$ cat src/hw/lrq_defs.vh
// Constants for the rotation quadrature decoder.
// Included by hw/lrq_decoder.v; definitions only.
`ifndef LRQ_DEFS_VH
`define LRQ_DEFS_VH

// Clock period in picoseconds (100 MHz)
`define LRQ_CLK_PS 10000
// Charge pulse on-time, ns, and its cycle count (rounded up)
`define LRQ_PULSE_NS 250
`define LRQ_PULSE_CYC ((`LRQ_PULSE_NS * 1000 + `LRQ_CLK_PS - 1) / `LRQ_CLK_PS)
// Measuring window, ns, and cycle count (rounded down)
`define LRQ_WINDOW_NS 39000
`define LRQ_WINDOW_CYC ((`LRQ_WINDOW_NS * 1000) / `LRQ_CLK_PS)
// Sampling period at 100 Hz, ns, and cycle count
`define LRQ_SAMPLE_NS 10000000
`define LRQ_SAMPLE_CYC ((`LRQ_SAMPLE_NS / 1000) * 1000 / (`LRQ_CLK_PS / 1000))
// Fastest sampling period, ns, used after undersampling
`define LRQ_FAST_NS 5000000
`define LRQ_FAST_CYC ((`LRQ_FAST_NS / 1000) * 1000 / (`LRQ_CLK_PS / 1000))
// Expected oscillation count for an undamped sensor
`define LRQ_OSC_EXPECT 16'h0016
// Error result of the edge-interval timer: damped
`define LRQ_TMR_ERROR 16'h0002
// Sensor levels
`define LRQ_UNDAMPED 1'b0
`define LRQ_DAMPED 1'b1
// Sensor pair codes
`define LRQ_POS_ZERO 2'b00
`define LRQ_POS_ONE 2'b01
`define LRQ_POS_TWO 2'b11
`define LRQ_POS_THREE 2'b10
// Counter reset value
`define LRQ_CNT_RESET 16'h0000

`endif
$ cat src/hw/lrq_decoder.v
// Rotation quadrature decoder with two inductive tank sensors.
// Assumes comparator outputs are async pins; charge switches driven low.
`timescale 1ns/1ps
`default_nettype none
`include "lrq_defs.vh"

module lrq_decoder (
    // Clock and reset
    input wire clk,
    input wire rst,
    // Settings
    input wire [15:0] pulse_cycles,
    input wire [15:0] osc_expect,
    input wire [15:0] window_cycles,
    input wire undersample_clear,
    // Sampling periods in clocks; zero selects the default
    input wire [31:0] sample_cycles,
    input wire [31:0] fast_cycles,
    // Tank sensors
    input wire [1:0] oscillation_comparator,
    output reg [1:0] charge_n,
    // Results
    output reg [1:0] sensor_pair_code,
    output reg [15:0] forward_step_count,
    output reg [15:0] backward_step_count,
    output reg [15:0] net_rotation_count,
    output reg [15:0] edge_interval_timer,
    output reg undersample_err,
    output reg fast_mode,
    output reg step_fwd,
    output reg step_bwd
);

    localparam [2:0] ST_IDLE = 3'd0;
    localparam [2:0] ST_PULSE = 3'd1;
    localparam [2:0] ST_COUNT = 3'd2;
    localparam [2:0] ST_DECODE = 3'd3;

    localparam [31:0] SAMPLE_CYC = `LRQ_SAMPLE_CYC;
    localparam [31:0] FAST_CYC = `LRQ_FAST_CYC;
    localparam [31:0] PULSE_FULL = `LRQ_PULSE_CYC;
    localparam [31:0] WINDOW_FULL = `LRQ_WINDOW_CYC;
    localparam [15:0] PULSE_CYC = PULSE_FULL[15:0];
    localparam [15:0] WINDOW_CYC = WINDOW_FULL[15:0];
    localparam [15:0] OSC_EXPECT = `LRQ_OSC_EXPECT;

    // Zero setting falls back to the built-in default
    function [15:0] pick16;
        input [15:0] val;
        input [15:0] dflt;
        begin
            pick16 = (val == 16'h0000) ? dflt : val;
        end
    endfunction

    function [31:0] pick32;
        input [31:0] val;
        input [31:0] dflt;
        begin
            pick32 = (val == 32'h0000_0000) ? dflt : val;
        end
    endfunction

    // Position index along the forward sequence
    function [1:0] pos_index;
        input [1:0] code;
        begin
            case (code)
                `LRQ_POS_ZERO: pos_index = 2'd0;
                `LRQ_POS_ONE: pos_index = 2'd1;
                `LRQ_POS_TWO: pos_index = 2'd2;
                default: pos_index = 2'd3;
            endcase
        end
    endfunction

    // Two-flop synchronisers for the comparator pins
    reg [1:0] cmp_meta_q;
    reg [1:0] cmp_sync_q;
    reg [1:0] cmp_prev_q;
    always @(posedge clk or posedge rst) begin
        if (rst) begin
            cmp_meta_q <= 2'b00;
            cmp_sync_q <= 2'b00;
            cmp_prev_q <= 2'b00;
        end else begin
            cmp_meta_q <= oscillation_comparator;
            cmp_sync_q <= cmp_meta_q;
            cmp_prev_q <= cmp_sync_q;
        end
    end

    reg [2:0] state_q;
    reg sel_q;
    reg phase_q;
    reg [31:0] period_q;
    reg [15:0] cnt_q;
    reg [15:0] osc_q;
    reg [15:0] ticks_q;
    reg [1:0] pair_q;
    reg [1:0] prev_q;
    reg started_q;

    wire cur_cmp = sel_q ? cmp_sync_q[1] : cmp_sync_q[0];
    wire old_cmp = sel_q ? cmp_prev_q[1] : cmp_prev_q[0];
    // One full oscillation per rising crossing of the threshold
    wire rise = cur_cmp & ~old_cmp;
    wire [1:0] diff = pos_index(pair_q) - pos_index(prev_q);
    wire [31:0] period_lim = fast_mode ? pick32(fast_cycles, FAST_CYC) :
        pick32(sample_cycles, SAMPLE_CYC);
    wire period_wrap = (period_q >= period_lim - 32'd1);
    wire [15:0] pulse_len = pick16(pulse_cycles, PULSE_CYC);
    wire [15:0] window_len = pick16(window_cycles, WINDOW_CYC);
    wire [15:0] osc_need = pick16(osc_expect, OSC_EXPECT);

    always @(posedge clk or posedge rst) begin
        if (rst) begin
            state_q <= ST_IDLE;
            sel_q <= 1'b0;
            phase_q <= 1'b0;
            period_q <= 32'h0000_0000;
            cnt_q <= 16'h0000;
            osc_q <= 16'h0000;
            ticks_q <= 16'h0000;
            pair_q <= 2'b00;
            prev_q <= 2'b00;
            started_q <= 1'b0;
            charge_n <= 2'b11;
            sensor_pair_code <= 2'b00;
            forward_step_count <= `LRQ_CNT_RESET;
            backward_step_count <= `LRQ_CNT_RESET;
            net_rotation_count <= `LRQ_CNT_RESET;
            edge_interval_timer <= 16'h0000;
            undersample_err <= 1'b0;
            fast_mode <= 1'b0;
            step_fwd <= 1'b0;
            step_bwd <= 1'b0;
        end else begin
            // Phase restarts with the period, so a start always lands
            phase_q <= period_wrap ? 1'b0 : ~phase_q;
            step_fwd <= 1'b0;
            step_bwd <= 1'b0;
            if (undersample_clear) begin
                undersample_err <= 1'b0;
                fast_mode <= 1'b0;
            end
            period_q <= period_wrap ? 32'h0000_0000 : period_q + 32'd1;
            case (state_q)
                ST_IDLE: begin
                    // One charge per sensor each sampling period
                    if (period_q == 32'h0000_0000 && !phase_q) begin
                        state_q <= ST_PULSE;
                        sel_q <= 1'b0;
                        cnt_q <= 16'h0000;
                    end
                end
                ST_PULSE: begin
                    charge_n[sel_q] <= 1'b0;
                    cnt_q <= cnt_q + 16'h0001;
                    // Switch stays low for exactly pulse_len clocks
                    if (cnt_q >= pulse_len) begin
                        charge_n <= 2'b11;
                        state_q <= ST_COUNT;
                        cnt_q <= 16'h0000;
                        osc_q <= 16'h0000;
                        ticks_q <= 16'h0000;
                    end
                end
                ST_COUNT: begin
                    cnt_q <= cnt_q + 16'h0001;
                    // Two ticks per clock: both-edge scale, one-clock resolution
                    ticks_q <= ticks_q + 16'h0002;
                    if (rise)
                        osc_q <= osc_q + 16'h0001;
                    if (rise && osc_q + 16'h0001 >= osc_need) begin
                        // Expected count reached: undamped
                        pair_q[~sel_q] <= `LRQ_UNDAMPED;
                        edge_interval_timer <= ticks_q + 16'h0002;
                        cnt_q <= 16'h0000;
                        sel_q <= 1'b1;
                        state_q <= sel_q ? ST_DECODE : ST_PULSE;
                    end else if (cnt_q + 16'h0001 >= window_len) begin
                        pair_q[~sel_q] <= `LRQ_DAMPED;
                        edge_interval_timer <= `LRQ_TMR_ERROR;
                        cnt_q <= 16'h0000;
                        sel_q <= 1'b1;
                        state_q <= sel_q ? ST_DECODE : ST_PULSE;
                    end
                end
                ST_DECODE: begin
                    state_q <= ST_IDLE;
                    sensor_pair_code <= pair_q;
                    prev_q <= pair_q;
                    started_q <= 1'b1;
                    // First sample only seeds the previous code
                    if (started_q) begin
                        case (diff)
                            2'd1: begin
                                forward_step_count <=
                                    forward_step_count + 16'h0001;
                                net_rotation_count <=
                                    forward_step_count + 16'h0001 -
                                    backward_step_count;
                                step_fwd <= 1'b1;
                            end
                            2'd3: begin
                                backward_step_count <=
                                    backward_step_count + 16'h0001;
                                net_rotation_count <= forward_step_count -
                                    backward_step_count - 16'h0001;
                                step_bwd <= 1'b1;
                            end
                            2'd2: begin
                                // Set wins over a same-cycle clear
                                undersample_err <= 1'b1;
                                fast_mode <= 1'b1;
                            end
                            default: begin
                                net_rotation_count <= net_rotation_count;
                            end
                        endcase
                    end
                end
                default: state_q <= ST_IDLE;
            endcase
        end
    end

endmodule // lrq_decoder

`default_nettype wire

$ cat config.mk
export PLATFORM = sky130hd
export DESIGN_NAME = lrq_decoder
export DESIGN_NICKNAME = d
export VERILOG_FILES = /design/src/hw/lrq_decoder.v
export VERILOG_INCLUDE_DIRS = /design/src /design/src/hw
export SDC_FILE = /design/constraint.sdc
export NUM_CORES = 1
export LEC_CHECK = 0
export ABC_CLOCK_PERIOD_IN_PS = 13600
export BUFFER_PORTS_ARGS = -buffer_cell sky130_fd_sc_hd__buf_4
export CAP_MARGIN = 0
export CORE_UTILIZATION = 50
export DETAILED_ROUTE_END_ITERATION = 7
export GPL_TIMING_DRIVEN = 0
export PLACE_DENSITY = 0.71
export RECOVER_POWER = 100
export SYNTH_ARGS = -nofsm -noshare
export SYNTH_HDL_FRONTEND = slang
export SYNTH_SLANG_ARGS = --single-unit
$ cat constraint.sdc
create_clock -name clk -period 13.6 [get_ports clk]
set_clock_uncertainty 0.15 [all_clocks]
set_input_delay 0 -clock clk [delete_from_list [all_inputs] [get_ports clk]]
set_output_delay 0 -clock clk [all_outputs]
set_load 0.02 [all_outputs]
==> impl_metrics.yaml <==
run_status:
  outcome: "finished with violations"
  violations: "max-capacitance violations, max-slew violations"
floorplan:
  dieHeight_um: 161
  die-area_um2: 26000
  start_util: 0.516
  core-area_um2: 24600
  fp-row-count: 57
  io_pins: 189
  die_x_um: 161
synthesis:
  yosys_warnings: 0
  synth_top_area_frac: 0.317
  ys_seq_area_frac: 0.321
  ys_ff_latch: 163
  synth_ff_type: "dfrtp_1"
  syn_inst: 1458
  yosysMostFrequentCell: "dfrtp_1"
  avgSynthCellArea_um2: 8.71
  synth_area_leaders: "dfrtp_1, ha_1, xnor2_1"
  yosys.area.top_type: "dfrtp_1"
  async_flop_share: 1.00
  ys_types: 76
  synth_edf_count: 0
  synth.cells.most_frequent: "dfrtp_1, nand2_1, ha_1, nor2_1, xnor2_1"
  synth.net_count: 1705
  syn_area_um2: 12700
min_path:
  holdCritPathClass: "primary input to register"
setup_path:
  path_class: "primary input to async pin"
  cp_max_fo: 94
  critPathSlowestCell: "clkbuf_1"
  path_cells: "dlygate4sd3_1, clkbuf_4, clkinvlp_2, clkbuf_1"
  cp.required_ns: 12.78
  arrival_ns: 6.03
  setup.worst_path.start_class: "primary input"
  cpPeakStageDelay_ns: 3.63
  cp-end-kind: "async pin"
cts:
  post_cts_resized: 0
  numClockSinks: 163
  clk_latency_ns: 0.43
  htree_levels: 4
  cts_tree: "done"
  cts_buffers: 17
  cts-root-buf: "clkbuf_16"
  cts_buffer_depth: 2
  cts.clk_slew.worst_paths_ns: 0.07
final_layout:
  antenna_cells: 0
  area_delta_synth_final_pct: 17.0
  fillCellCount: 2259
  nets: 1916
  drive_gt1_frac: 0.111
place:
  pre_cts_ws_ns: 8.05
  place_congestion: 0.935
  hpwl_mm: 25.4
  portBuffers: 187
drt:
  drcViolationCount: 0
  viasPerCell: 5.68
  wl_mm: 32.2
  first_pass_iters: 5
  vias: 11400
  antenna_left: 0
  wl_per_cell_um: 16.1
  drt_iter0_markers: 532
sta:
  worst_pin_slew_ns: 5.02
  fin_crit_sh: 0.504
  slew_headroom: -2.35
  setup_tns_ns: 0
  setup_violations: 0
  fin_ws_ns: 6.75
  slew_violations: 166
  fin_crit_ns: 6.85
  rsz0062_at_grt: "false"
  max_freq_mhz: 146
  final-hold-violation-count: 0
grt:
  antenna_found_initial: 0
  grt_start_max_net_pins: 95
  gr-total-overflow: 0
  grt_pass1_vias: 11200
  grt_pass1_wl_mm: 54.3
  gr-usage-all-layers: 0.254
pwr:
  powerDensity_nw_per_um2: 124
  vdd_drop_max_uv: 86.4
  leakage_nw: 6.86
run:
  max-cap-violations: 2
[critical path, delay by kind of cell]
family                 cells  cell delay (ns)
buffers and inverters      4             5.96
[per-layer routing]
layer | track usage | part of all wire | vias up
met1 | 0.341 | 0.47 | 5405
met3 | 0.0370 | 0.041 | 34
li1 | - | - | 5703
met2 | 0.430 | 0.47 | 247
met5 | 0 | 0 | -
met4 | 0.0609 | 0.015 | 0
[state kept, by name, summed over array words and instances, names as in the netlist, 15 cells and up]
register / count
period_q: 32
backward_step_count: 16
cnt_q: 16
forward_step_count: 16
net_rotation_count: 16
osc_q: 16
edge_interval_timer: 15
ticks_q: 15
[what timing repair did]
action,4_1_cts,5_1_grt
endpoints found under the hold margin,167,0
setup buffers,0,0
hold buffers,4,0
[where the power goes]
part / switching, mW / internal (mW) / total (mW)
clock network: 0.217 / 0.258 / 0.475
registers: 0.0676 / 0.543 / 0.611
logic: 0.447 / 0.310 / 0.757
[final cells by class]
class / instances / area, um^2 / area share
Tap cell: 324 / 405 / 0.0273
Buffer: 48 / 185 / 0.0125
Inverter: 82 / 309 / 0.0208
Multi-Input combinational cell: 1165 / 8120 / 0.547
Clock inverter: 14 / 145 / 0.00977
Timing Repair Buffer: 192 / 1180 / 0.0795
Sequential cell: 163 / 4080 / 0.275
Clock buffer: 18 / 429 / 0.0289
[worst paths after layout]
path | startpoint | slack, ns | endpoint | depth (start not counted)
worst max-delay path | rst | 6.75 | period_q[13] | 4
worst min-delay path | oscillation_comparator[1] | 0.1 | cmp_meta_q[1] | 2
worst max register to register | fast_mode | 7.95 | period_q[23] | 21
worst min register to register | cmp_meta_q[0] | 0.21 | cmp_sync_q[0] | 0
max in group clk | fast_mode | 7.95 | period_q[23] | 21
min in group asynchronous | rst | 0.82 | cmp_sync_q[0] | 3
[cells in the final DEF (no fill, tap or decap), types with 19 or more instances in the layout]
master | Yosys | layout
and3_1 | 36 | 36
mux2i_1 | 21 | 21
dfrtp_1 | 161 | 161
a22o_1 | 19 | 19
ha_1 | 128 | 128
nand4_1 | 32 | 32
nand3_1 | 59 | 59
nand2_1 | 143 | 143
xnor2_1 | 96 | 96
buf_4 | 1 | 114
clkbuf_1 | 40 | 114
nor4_1 | 66 | 66
inv_1 | 80 | 79
a21oi_1 | 56 | 56
nor3_1 | 38 | 38
o21ai_0 | 77 | 77
a21o_1 | 31 | 31
nor2_1 | 102 | 102
xor2_1 | 74 | 74
[through the flow]
stage | hold WS [ns] | area, um^2 | cells | power, mW | utilization
after floorplan | -0.119 | 12700 | 1458 | 1.16 | -
after global placement | -0.0405 | 14500 | 1969 | 1.38 | 0.590
final | 0.0985 | 14900 | 2006 | 1.84 | 0.604
after CTS | 0.0310 | 15200 | 2006 | 1.88 | 0.616
after global routing | 0.0983 | 14900 | 2006 | 1.97 | 0.604
after detailed placement | -0.0691 | 14500 | 1970 | 1.39 | 0.591
[kinds of logic (layout without fill, tap and decap cells)]
family / count (synthesis) / in the layout / synth area share
adder cells (fa/ha/maj): 130 / 130 / 0.129
flip-flops: 163 / 163 / 0.321
buffers and inverters: 130 / 354 / 0.0388
AO/OA/AOI/OAI: 285 / 285 / 0.150
other: 1 / 1 / 0.000295
AND/OR/NAND/NOR: 547 / 547 / 0.216
multiplexers: 31 / 31 / 0.0254
XOR/XNOR: 171 / 171 / 0.119
No activity file was read; power rests on OpenSTA's default activity.
